**config.mk**
```make
export PLATFORM = sky130hd
export DESIGN_NAME = shutdown_timetag_ctrl
export DESIGN_NICKNAME = d
export VERILOG_FILES = /design/src/rtl/sd_tt_pkg.sv /design/src/rtl/timetag_if.sv /design/src/rtl/timetag_tick_gen.sv /design/src/rtl/timetag_counter.sv /design/src/rtl/shutdown_timetag_ctrl.sv
export VERILOG_INCLUDE_DIRS = /design/src /design/src/rtl
export SDC_FILE = /design/constraint.sdc
export NUM_CORES = 1
export LEC_CHECK = 0
export BUFFER_PORTS_ARGS = -buffer_cell sky130_fd_sc_hd__buf_2
export CELL_PAD_IN_SITES_DETAIL_PLACEMENT = 1
export CELL_PAD_IN_SITES_GLOBAL_PLACEMENT = 1
export CORE_ASPECT_RATIO = 0.8
export CORE_MARGIN = 8
export CORE_UTILIZATION = 42
export DETAILED_ROUTE_END_ITERATION = 16
export HOLD_SLACK_MARGIN = 0.15
export PLACE_DENSITY = 0.76
export SLEW_MARGIN = 20
export SYNTH_ARGS = -nofsm -noshare
export SYNTH_HDL_FRONTEND = slang
export SYNTH_SLANG_ARGS = --single-unit
```
**constraint.sdc**
```tcl
create_clock -name clk_in -period 2.4 [get_ports clk_in]
set_input_delay 0.36 -clock clk_in [delete_from_list [all_inputs] [get_ports clk_in]]
set_output_delay 0.36 -clock clk_in [all_outputs]
set_load 0.05 [all_outputs]
```
**src/rtl/sd_tt_cfg.svh**
```systemverilog
`ifndef SD_TT_CFG_SVH
`define SD_TT_CFG_SVH

// ********************************************************************
// Register word addresses
// ********************************************************************
`define REG_ADDR_W          5
`define REG_CFG_ONE         5'h00
`define REG_CFG_TWO         5'h01
`define REG_TIMETAG         5'h08
`define REG_BIT_WORD        5'h14
`define REG_IRQ_STATUS      5'h1a
`define REG_IRQ_MASK        5'h1b

// ********************************************************************
// Field positions and reset values
// ********************************************************************
`define CFG1_SD_MODE_BIT    12
`define CFG1_TT_SRC_LSB     9
`define CFG1_TT_SRC_MSB     11
`define CFG2_MC_OPTION_BIT  4
`define CFG1_RESET          16'h0000
`define CFG2_RESET          16'h0000
`define BIT_A_TX_OFF        0
`define BIT_A_RX_OFF        1
`define BIT_B_TX_OFF        2
`define BIT_B_RX_OFF        3
`define IRQ_SHUTDOWN        0
`define IRQ_OVERRIDE        1
`define IRQ_TT_WRAP         2
`define IRQ_W               3
`define IRQ_RESET           3'h0

// ********************************************************************
// Time-tag clock selection codes
// ********************************************************************
`define TT_SEL_OFF          3'h0
`define TT_SEL_EXT          3'h1
`define TT_SEL_2US          3'h2
`define TT_SEL_4US          3'h3
`define TT_SEL_8US          3'h4
`define TT_SEL_16US         3'h5
`define TT_SEL_32US         3'h6
`define TT_SEL_64US         3'h7

// ********************************************************************
// Timing: periods in ns, cycle counts derived from the clock rate
// ********************************************************************
`define CLK_PERIOD_NS       25
`define TT_2US_NS           2000
`define TT_4US_NS           4000
`define TT_8US_NS           8000
`define TT_16US_NS          16000
`define TT_32US_NS          32000
`define TT_64US_NS          64000
`define TT_2US_CYC          (`TT_2US_NS / `CLK_PERIOD_NS)
`define TT_4US_CYC          (`TT_4US_NS / `CLK_PERIOD_NS)
`define TT_8US_CYC          (`TT_8US_NS / `CLK_PERIOD_NS)
`define TT_16US_CYC         (`TT_16US_NS / `CLK_PERIOD_NS)
`define TT_32US_CYC         (`TT_32US_NS / `CLK_PERIOD_NS)
`define TT_64US_CYC         (`TT_64US_NS / `CLK_PERIOD_NS)
`define TT_DIV_W            12

`endif

```
**src/rtl/sd_tt_pkg.sv**
```systemverilog
package sd_tt_pkg;
  // Shutdown state of one bus
  typedef enum logic [1:0] {
    BUS_ON,
    BUS_MUTED,
    BUS_OFF
  } bus_state_t;
endpackage

```
**src/rtl/timetag_if.sv**
```systemverilog
`timescale 1ns/1ps
// Links the configuration logic, tick generator and time-tag counter
interface timetag_if;
  logic [2:0]  sel;
  logic        ext_clk;
  logic        tick;
  logic [15:0] count;
  logic        wrap;
  modport gen (input sel, input ext_clk, output tick);
  modport cnt (input sel, input tick, output count, output wrap);
  modport ctl (output sel, output ext_clk, input count, input wrap);
endinterface

```
**src/rtl/timetag_tick_gen.sv**
```systemverilog
`timescale 1ns/1ps
`include "sd_tt_cfg.svh"
module timetag_tick_gen
(
  input  wire logic clk_in,
  input  wire logic rst_in,
  timetag_if.gen    tt
);
  import sd_tt_pkg::*;

  logic [`TT_DIV_W-1:0] div_r;
  logic [`TT_DIV_W-1:0] period_m1;
  logic [2:0]           sel_r;
  logic                 ext_r;
  logic                 tick_r;

  // Internal period for each select code, less one
  always_comb
  begin
    case (tt.sel)
      `TT_SEL_2US:  period_m1 = `TT_DIV_W'(`TT_2US_CYC - 1);
      `TT_SEL_4US:  period_m1 = `TT_DIV_W'(`TT_4US_CYC - 1);
      `TT_SEL_8US:  period_m1 = `TT_DIV_W'(`TT_8US_CYC - 1);
      `TT_SEL_16US: period_m1 = `TT_DIV_W'(`TT_16US_CYC - 1);
      `TT_SEL_32US: period_m1 = `TT_DIV_W'(`TT_32US_CYC - 1);
      `TT_SEL_64US: period_m1 = `TT_DIV_W'(`TT_64US_CYC - 1);
      default:      period_m1 = '0;
    endcase
  end

  // Remember selection and pin level for restart and edge detection
  always_ff @(posedge clk_in)
  begin
    if (rst_in)
    begin
      sel_r <= `TT_SEL_OFF;
      ext_r <= 1'b0;
    end
    else
    begin
      sel_r <= tt.sel;
      ext_r <= tt.ext_clk;
    end
  end

  // Divider restarts whenever the selection changes
  always_ff @(posedge clk_in)
  begin
    if (rst_in || tt.sel != sel_r || tt.sel < `TT_SEL_2US)
      div_r <= '0;
    else if (div_r == period_m1)
      div_r <= '0;
    else
      div_r <= div_r + `TT_DIV_W'(1);
  end

  // One tick per period, per pin rising edge, none when disabled
  always_ff @(posedge clk_in)
  begin
    if (rst_in)
      tick_r <= 1'b0;
    else if (tt.sel == `TT_SEL_EXT)
      tick_r <= tt.ext_clk & ~ext_r;
    else if (tt.sel >= `TT_SEL_2US && tt.sel == sel_r)
      tick_r <= (div_r == period_m1);
    else
      tick_r <= 1'b0;
  end

  assign tt.tick = tick_r;

  a_ext_edge_tick : assert property (@(posedge clk_in) disable iff (rst_in)
    (tt.sel == `TT_SEL_EXT && tt.ext_clk && !ext_r) |=> tick_r)
    else $error("external pin edge gave no tick");

  a_two_us_gap : assert property (@(posedge clk_in) disable iff (rst_in)
    (tick_r && tt.sel == `TT_SEL_2US && sel_r == `TT_SEL_2US)
      ##1 (tt.sel == `TT_SEL_2US) [*8] |-> !tick_r)
    else $error("2 us tick period too short");
endmodule

```
**src/rtl/timetag_counter.sv**
```systemverilog
`timescale 1ns/1ps
`include "sd_tt_cfg.svh"
module timetag_counter
(
  input  wire logic clk_in,
  input  wire logic rst_in,
  timetag_if.cnt    tt
);
  import sd_tt_pkg::*;

  logic [15:0] count_r;
  logic        wrap_r;

  // Advance on each tick, hold while disabled
  always_ff @(posedge clk_in)
  begin
    if (rst_in)
    begin
      count_r <= 16'h0000;
      wrap_r  <= 1'b0;
    end
    else
    begin
      wrap_r <= 1'b0;
      if (tt.tick && tt.sel != `TT_SEL_OFF)
      begin
        count_r <= count_r + 16'h0001;
        wrap_r  <= (count_r == 16'hffff);
      end
    end
  end

  assign tt.count = count_r;
  assign tt.wrap  = wrap_r;

  a_hold_disabled : assert property (@(posedge clk_in) disable iff (rst_in)
    (tt.sel == `TT_SEL_OFF) |=> (count_r == $past(count_r)))
    else $error("time-tag moved while disabled");

  a_tick_advance : assert property (@(posedge clk_in) disable iff (rst_in)
    (tt.tick && tt.sel != `TT_SEL_OFF) |=> (count_r == $past(count_r) + 16'h0001))
    else $error("time-tag missed a tick");
endmodule

```
**src/rtl/shutdown_timetag_ctrl.sv**
```systemverilog
// Contract
// - Shutdown select acts only when option clear
// - Both zero: shutdown kills inactive tx and rx
// - Reset clears shutdown select and option bit
// - Select one: inactive transmitter off, receiver kept
// - Muted bus still receives, never transmits
// - Test word shows shutdown state when option clear
// - Code 000 disables, 001 uses pin
// - Codes 010..100 give 2, 4, 8 us
// - Codes 101..111 give 16, 32, 64 us
//
// The register addresses and the strobed register port were left to the implementer.
`timescale 1ns/1ps
`include "sd_tt_cfg.svh"
module shutdown_timetag_ctrl
(
  input  wire logic                    clk_in,
  input  wire logic                    rst_in,
  input  wire logic [`REG_ADDR_W-1:0]  addr_in,
  input  wire logic [15:0]             wdata_in,
  input  wire logic                    wr_in,
  input  wire logic                    rd_in,
  output logic      [15:0]             rdata_out,
  input  wire logic                    shutdown_cmd_in,
  input  wire logic                    sel_shutdown_cmd_in,
  input  wire logic                    override_cmd_in,
  input  wire logic                    bus_b_active_in,
  input  wire logic                    external_timetag_clock_pin_in,
  output logic                         bus_a_tx_en_out,
  output logic                         bus_a_rx_en_out,
  output logic                         bus_b_tx_en_out,
  output logic                         bus_b_rx_en_out,
  output sd_tt_pkg::bus_state_t        bus_a_state_out,
  output sd_tt_pkg::bus_state_t        bus_b_state_out,
  output logic      [15:0]             timetag_out,
  output logic                         irq_out
);
  import sd_tt_pkg::*;

  // ******************************************************************
  // Storage
  // ******************************************************************
  logic [15:0]          terminal_config_one_r;
  logic [15:0]          terminal_config_two_r;
  logic [`IRQ_W-1:0]    irq_status_r;
  logic [`IRQ_W-1:0]    irq_mask_r;
  logic [`IRQ_W-1:0]    irq_event;
  bus_state_t           state_a_r;
  bus_state_t           state_b_r;
  bus_state_t           state_a_nxt;
  bus_state_t           state_b_nxt;
  bus_state_t           shut_state;
  logic                 shutdown_mode_select;
  logic                 mode_code_handling_option;
  logic [2:0]           timetag_clock_source_field;
  logic                 auto_shutdown_en;
  logic                 any_shutdown;
  logic [15:0]          bit_word;
  logic [15:0]          rdata_nxt;
  logic [15:0]          timetag_r;

  timetag_if tt ();

  // ******************************************************************
  // Field decode
  // ******************************************************************

  // Named views of the configuration fields
  assign shutdown_mode_select       = terminal_config_one_r[`CFG1_SD_MODE_BIT];
  assign mode_code_handling_option  = terminal_config_two_r[`CFG2_MC_OPTION_BIT];
  assign timetag_clock_source_field =
    terminal_config_one_r[`CFG1_TT_SRC_MSB:`CFG1_TT_SRC_LSB];

  // Automatic shutdown only when the option bit is clear
  assign auto_shutdown_en = ~mode_code_handling_option;
  assign any_shutdown     = shutdown_cmd_in | sel_shutdown_cmd_in;

  // Resulting state of a bus that is shut down
  assign shut_state = shutdown_mode_select ? BUS_MUTED : BUS_OFF;

  // ******************************************************************
  // Register writes
  // ******************************************************************

  // First configuration register, cleared by master reset
  always_ff @(posedge clk_in)
  begin
    if (rst_in)
      terminal_config_one_r <= `CFG1_RESET;
    else if (wr_in && addr_in == `REG_CFG_ONE)
      terminal_config_one_r <= wdata_in;
  end

  // Second configuration register, holds the option bit
  always_ff @(posedge clk_in)
  begin
    if (rst_in)
      terminal_config_two_r <= `CFG2_RESET;
    else if (wr_in && addr_in == `REG_CFG_TWO)
      terminal_config_two_r <= wdata_in;
  end

  // Interrupt mask
  always_ff @(posedge clk_in)
  begin
    if (rst_in)
      irq_mask_r <= `IRQ_RESET;
    else if (wr_in && addr_in == `REG_IRQ_MASK)
      irq_mask_r <= wdata_in[`IRQ_W-1:0];
  end

  // ******************************************************************
  // Bus shutdown state
  // ******************************************************************

  // Next state of both buses; the inactive bus is the one shut down
  always_comb
  begin
    state_a_nxt = state_a_r;
    state_b_nxt = state_b_r;
    if (override_cmd_in)
    begin
      state_a_nxt = BUS_ON;
      state_b_nxt = BUS_ON;
    end
    else if (any_shutdown && auto_shutdown_en)
    begin
      if (bus_b_active_in)
        state_a_nxt = shut_state;
      else
        state_b_nxt = shut_state;
    end
  end

  // Shutdown state flip-flops
  always_ff @(posedge clk_in)
  begin
    if (rst_in)
    begin
      state_a_r <= BUS_ON;
      state_b_r <= BUS_ON;
    end
    else
    begin
      state_a_r <= state_a_nxt;
      state_b_r <= state_b_nxt;
    end
  end

  // Transmitter and receiver enables; muted bus keeps its receiver
  always_ff @(posedge clk_in)
  begin
    if (rst_in)
    begin
      bus_a_tx_en_out <= 1'b1;
      bus_a_rx_en_out <= 1'b1;
      bus_b_tx_en_out <= 1'b1;
      bus_b_rx_en_out <= 1'b1;
    end
    else
    begin
      case (state_a_nxt)
        BUS_ON:
        begin
          bus_a_tx_en_out <= 1'b1;
          bus_a_rx_en_out <= 1'b1;
        end
        BUS_MUTED:
        begin
          bus_a_tx_en_out <= 1'b0;
          bus_a_rx_en_out <= 1'b1;
        end
        default:
        begin
          bus_a_tx_en_out <= 1'b0;
          bus_a_rx_en_out <= 1'b0;
        end
      endcase
      case (state_b_nxt)
        BUS_ON:
        begin
          bus_b_tx_en_out <= 1'b1;
          bus_b_rx_en_out <= 1'b1;
        end
        BUS_MUTED:
        begin
          bus_b_tx_en_out <= 1'b0;
          bus_b_rx_en_out <= 1'b1;
        end
        default:
        begin
          bus_b_tx_en_out <= 1'b0;
          bus_b_rx_en_out <= 1'b0;
        end
      endcase
    end
  end

  // State outputs
  always_ff @(posedge clk_in)
  begin
    if (rst_in)
    begin
      bus_a_state_out <= BUS_ON;
      bus_b_state_out <= BUS_ON;
    end
    else
    begin
      bus_a_state_out <= state_a_nxt;
      bus_b_state_out <= state_b_nxt;
    end
  end

  // Test word flags, hidden while the option bit is set
  always_comb
  begin
    bit_word = 16'h0000;
    if (auto_shutdown_en)
    begin
      bit_word[`BIT_A_TX_OFF] = (state_a_r != BUS_ON);
      bit_word[`BIT_A_RX_OFF] = (state_a_r == BUS_OFF);
      bit_word[`BIT_B_TX_OFF] = (state_b_r != BUS_ON);
      bit_word[`BIT_B_RX_OFF] = (state_b_r == BUS_OFF);
    end
  end

  // ******************************************************************
  // Time-tag
  // ******************************************************************

  // Selection and pin into the tick generator
  assign tt.sel     = timetag_clock_source_field;
  assign tt.ext_clk = external_timetag_clock_pin_in;

  timetag_tick_gen u_tick
  (
    .clk_in (clk_in),
    .rst_in (rst_in),
    .tt     (tt.gen)
  );

  timetag_counter u_count
  (
    .clk_in (clk_in),
    .rst_in (rst_in),
    .tt     (tt.cnt)
  );

  // Registered copy of the count for the output port
  always_ff @(posedge clk_in)
  begin
    if (rst_in)
      timetag_r <= 16'h0000;
    else
      timetag_r <= tt.count;
  end

  assign timetag_out = timetag_r;

  // ******************************************************************
  // Interrupts
  // ******************************************************************

  // Events: shutdown applied, override, counter wrap
  always_comb
  begin
    irq_event                = '0;
    irq_event[`IRQ_SHUTDOWN] = any_shutdown & auto_shutdown_en & ~override_cmd_in;
    irq_event[`IRQ_OVERRIDE] = override_cmd_in;
    irq_event[`IRQ_TT_WRAP]  = tt.wrap;
  end

  // Sticky status, write one to clear, a new event wins
  always_ff @(posedge clk_in)
  begin
    if (rst_in)
      irq_status_r <= `IRQ_RESET;
    else if (wr_in && addr_in == `REG_IRQ_STATUS)
      irq_status_r <= (irq_status_r & ~wdata_in[`IRQ_W-1:0]) | irq_event;
    else
      irq_status_r <= irq_status_r | irq_event;
  end

  // Level interrupt while any unmasked bit is set
  always_ff @(posedge clk_in)
  begin
    if (rst_in)
      irq_out <= 1'b0;
    else
      irq_out <= |(irq_status_r & irq_mask_r);
  end

  // ******************************************************************
  // Register reads
  // ******************************************************************

  // Read mux; unmapped addresses read zero
  always_comb
  begin
    if (addr_in == `REG_CFG_ONE)
      rdata_nxt = terminal_config_one_r;
    else if (addr_in == `REG_CFG_TWO)
      rdata_nxt = terminal_config_two_r;
    else if (addr_in == `REG_TIMETAG)
      rdata_nxt = tt.count;
    else if (addr_in == `REG_BIT_WORD)
      rdata_nxt = bit_word;
    else if (addr_in == `REG_IRQ_STATUS)
      rdata_nxt = {{(16-`IRQ_W){1'b0}}, irq_status_r};
    else if (addr_in == `REG_IRQ_MASK)
      rdata_nxt = {{(16-`IRQ_W){1'b0}}, irq_mask_r};
    else
      rdata_nxt = 16'h0000;
  end

  // Read data valid only in the cycle after the strobe
  always_ff @(posedge clk_in)
  begin
    if (rst_in)
      rdata_out <= 16'h0000;
    else if (rd_in)
      rdata_out <= rdata_nxt;
    else
      rdata_out <= 16'h0000;
  end

  // ******************************************************************
  // Checks
  // ******************************************************************

  a_full_shutdown_b : assert property (@(posedge clk_in) disable iff (rst_in)
    (shutdown_cmd_in && !override_cmd_in && !bus_b_active_in
      && !mode_code_handling_option && !shutdown_mode_select)
      |=> (!bus_b_tx_en_out && !bus_b_rx_en_out))
    else $error("bus B not fully shut down");

  a_muted_keeps_rx : assert property (@(posedge clk_in) disable iff (rst_in)
    (any_shutdown && !override_cmd_in && bus_b_active_in
      && !mode_code_handling_option && shutdown_mode_select)
      |=> (!bus_a_tx_en_out && bus_a_rx_en_out && bus_a_state_out == BUS_MUTED))
    else $error("bus A not muted");

  a_option_blocks : assert property (@(posedge clk_in) disable iff (rst_in)
    (mode_code_handling_option && !override_cmd_in)
      |=> (bus_a_tx_en_out == $past(bus_a_tx_en_out)
           && bus_b_rx_en_out == $past(bus_b_rx_en_out)))
    else $error("shutdown acted with option set");

  a_reset_defaults : assert property (@(posedge clk_in)
    rst_in |=> (!shutdown_mode_select && !mode_code_handling_option
                && bus_a_tx_en_out && bus_b_rx_en_out))
    else $error("reset defaults wrong");

  a_muted_no_tx : assert property (@(posedge clk_in) disable iff (rst_in)
    (bus_b_state_out == BUS_MUTED) |-> (!bus_b_tx_en_out && bus_b_rx_en_out))
    else $error("muted bus may transmit");

  a_bit_hidden : assert property (@(posedge clk_in) disable iff (rst_in)
    (rd_in && addr_in == `REG_BIT_WORD && mode_code_handling_option)
      |=> (rdata_out == 16'h0000))
    else $error("test word flags shown with option set");

  a_bit_shows_off : assert property (@(posedge clk_in) disable iff (rst_in)
    (rd_in && addr_in == `REG_BIT_WORD && !mode_code_handling_option
      && state_b_r == BUS_OFF) |=> (rdata_out[`BIT_B_RX_OFF] && rdata_out[`BIT_B_TX_OFF]))
    else $error("test word misses bus B shutdown");

  a_tt_disabled : assert property (@(posedge clk_in) disable iff (rst_in)
    (timetag_clock_source_field == `TT_SEL_OFF) [*3] |-> !tt.tick)
    else $error("tick while time-tag disabled");

  a_irq_level : assert property (@(posedge clk_in) disable iff (rst_in)
    ##1 (irq_out == |($past(irq_status_r) & $past(irq_mask_r))))
    else $error("interrupt level wrong");
endmodule

```
==> flow_summary.ini <==
[run_status]
status = completed

[die]
core_area_mm2 = 0.0103
die_x_um = 131
initial_utilization_pct = 43.2
num_rows = 33
pin_count = 71
dieArea_mm2 = 0.0141
die_h_um = 108

[clock_tree]
clk_pin_slew_ns = 0.06
postCtsHoldBufs = 0
h-tree-depth = 4
cts_setup_buffers = 0
cts_tree = built
clkSinkCount = 113
cts_buffer_depth = 2
clk_latency_ns = 0.42
root_buffer = clkbuf_16
post_cts_resized = 0
cts_made_buffers = 17

[power_and_ir_drop]
power.density_mw_per_mm2 = 845
p_int_uw = 3720
leakagePower_uw = 0.00221
p_switching_uw = 980
switching_share_pct = 20.9
peakVddDrop_mv = 0.443
p_comb_share_pct = 3.2
pwr-share-clk_pct = 56.4
p_seq_share_pct = 40.4

[synth]
synth_top_flop_cell = dfxtp_1
netlist_area_mm2 = 0.00444
async_flop_share_pct = 0
syn_avg_cell_area_um2 = 8.84
synth_fp_nets = 534
synthesis.instances = 502
yosysSeqAreaShare_pct = 51.0
synth-seq-cells = 113
yosysWarnings = 0
synth-edff-count = 0
synth_cell_type_count = 50

[worst_hold_path]
min_path_type = in -> reg

[detailed_routing]
wl_per_cell_um = 18.6
routed_wl_um = 13500
vias = 3902
drt_pass1_iterations = 7
ant_nets = 0
viasPerCell = 5.38
drt_iter0_drc = 278
drc_errors = 0

[cells_and_area]
syn_to_final_growth_pct = 25.2
fillers = 1203
diodes = 0
nNetsFinal = 604
final_layout_size_suffix_gt1_share_pct = 20.3
fin_cells = 725

[place]
globalplace.congestion = 0.811
placed_cells = 693
dp_hpwl_um = 8850
port_buffers = 70

[timing]
fin_tns_setup_ns = 0
finalMaxSlewViolations = 0
finalSetupViolCount = 0
worst_pin_slew_ns = 0.624
slew_headroom_pct = 58.3
hold_viol = 0
finClkSkew_ns = 0.00594
fin_crit_ns = 2.17
timing.final.crit_share_pct = 90.6
max_freq_ghz = 0.460
rsz0062_at_grt = no

[critical_path]
crit_path_start = terminal_config_one_r[11]$_SDFFE_PP0P_
cp_data_required_time_ns = 2.68
worstPathMaxFanout = 17
r2r-end = u_tick.div_r[6]$_SDFF_PP0_
cp-end-kind = flip-flop
reg2reg_from = terminal_config_one_r[11]$_SDFFE_PP0P_
arrival_ns = 2.45
rr_worst_depth = 5
r2r_slack_ns = 0.23
endpoint = u_tick.div_r[6]$_SDFF_PP0_
start_kind = flip-flop
crit_type = reg -> reg

[global_route]
grt_max_degree = 59
track_usage_pct = 20.4
grt_pass1_wl_um = 22300
grt_antenna_before_repair = 0
grt_pass1_vias = 4231
overflow = 0

[flow_run]
cap_violations = 0
==> per-layer routing <==
metal,vias to the layer above,global-route usage [%],wire (um)
li1,1860,-,-
met1,1922,24.7,6090
met2,101,33.9,6480
met3,19,5.07,692
met4,0,8.83,208
met5,-,0,0
==> how the worst min path moves through the flow <==
stage	start	endpoint	cells past startpoint
2_1_floorplan	u_count.tt.wrap$_SDFF_PP0_	irq_status_r[2]$_SDFF_PP0_	2
3_3_place_gp	terminal_config_two_r[1]$_SDFFE_PP0P_	terminal_config_two_r[1]$_SDFFE_PP0P_	2
3_5_place_dp	terminal_config_one_r[2]$_SDFFE_PP0P_	terminal_config_one_r[2]$_SDFFE_PP0P_	2
4_1_cts	wdata_in[4]	terminal_config_two_r[4]$_SDFFE_PP0P_	3
5_1_grt	wdata_in[6]	terminal_config_two_r[6]$_SDFFE_PP0P_	3
6_report	wdata_in[6]	terminal_config_one_r[6]$_SDFFE_PP0P_	3
==> critical path, stage by stage, from the launching register on <==
cell,delay (ns)
dfxtp_1,0.72
nand4b_1,0.19
o22ai_1,0.21
a21oi_1,0.12
o41ai_4,0.68
nor2_1,0.11
==> layout make-up <==
| class | count | area [um2] | share of cell area (%) |
|---|---|---|---|
| repair buffers | 83 | 473 | 8.51 |
| well taps | 140 | 175 | 3.15 |
| inverters | 9 | 33.8 | 0.608 |
| multi-input cells | 348 | 1990 | 35.9 |
| clock inverters | 11 | 160 | 2.88 |
| flip-flops and latches | 113 | 2260 | 40.7 |
| clock buffers | 21 | 460 | 8.28 |
==> kinds of logic after synthesis <==
logic type | count (synthesis) | share of synthesized area [%]
AOI/OAI and AO/OA | 78 | 11.9
adders and majority gates | 3 | 0.789
DFF | 113 | 51.0
buffers and inverters | 41 | 4.11
xor gates and xnor gates | 30 | 5.92
and+or+nand+nor | 227 | 24.0
muxes | 10 | 2.28
==> cell usage in the layout (no fill, tap or decap), types with 2 or more instances in the layout <==
master      netlist  routed
nand4b_1          4       4
nor3_1            8       8
bufinv_16         0       4
nor2_1           60      60
clkbuf_16         0      17
clkbuf_8          0       2
xor2_1           18      18
ha_1              2       2
clkbuf_1         19       2
clkinv_2          0       5
nand4_1           7       7
a22oi_1           3       3
a221oi_1          2       2
buf_2             7      70
and2_1            6       6
and3_1            5       5
nor2b_1          21      21
buf_4             1      11
mux2i_1           9       9
o31ai_1           2       2
a31oi_1           3       3
o21ai_0           3       3
a21oi_1          43      43
o22ai_1           2       2
inv_1             9       9
nor4_1            4       4
buf_12            0       2
nand3_1          12      12
clkinvlp_4        0       2
or3_1             4       4
or2_2             2       2
xnor2_1          12      12
dfxtp_1         113     113
a222oi_1         13      13
nand2_1          85      85
==> Yosys cell counts, types with 6 or more instances <==
master,count,area (um2)
dfxtp_1,113,2260
nand2_1,85,319
nor2_1,60,225
a21oi_1,43,215
nor2b_1,21,131
clkbuf_1,19,71.3
xor2_1,18,158
a222oi_1,13,130
nand3_1,12,60.1
xnor2_1,12,105
inv_1,9,33.8
mux2i_1,9,90.1
nor3_1,8,40.0
buf_2,7,35.0
nand4_1,7,43.8
and2_1,6,37.5
==> state kept, by name, summed over array words and instances, names as in the netlist, 3 cells and up <==
signal	flops
u_tick.sel_r	3
rdata_out	16
timetag_out	16
terminal_config_one_r	16
terminal_config_two_r	16
irq_mask_r	3
u_count.tt.count	16
u_tick.div_r	12
irq_status_r	3
==> power groups by stage <==
stage | clock network [uW] | logic [uW] | registers, uW
after floorplan | 0 | 63.7 | 1950
after global placement | 0 | 144 | 1940
final | 2650 | 149 | 1900
after global routing | 2780 | 161 | 1900
after detailed placement | 0 | 146 | 1940
after CTS | 2680 | 150 | 1900
==> per-stage QoR <==
stage	total power [uW]	setup WS (ns)	area [um2]	util (%)	hold slack, ns
finish	4700	0.225	5560	54.1	0.194
CTS	4730	0.248	5560	54.1	0.184
global placement	2080	0.389	4940	48.0	0.442
floorplan	2020	0.610	4440	-	0.413
detailed placement	2080	0.273	4940	48.0	0.451
global route	4840	0.0152	5560	54.1	0.195
Power figures use the tool's default switching activity.
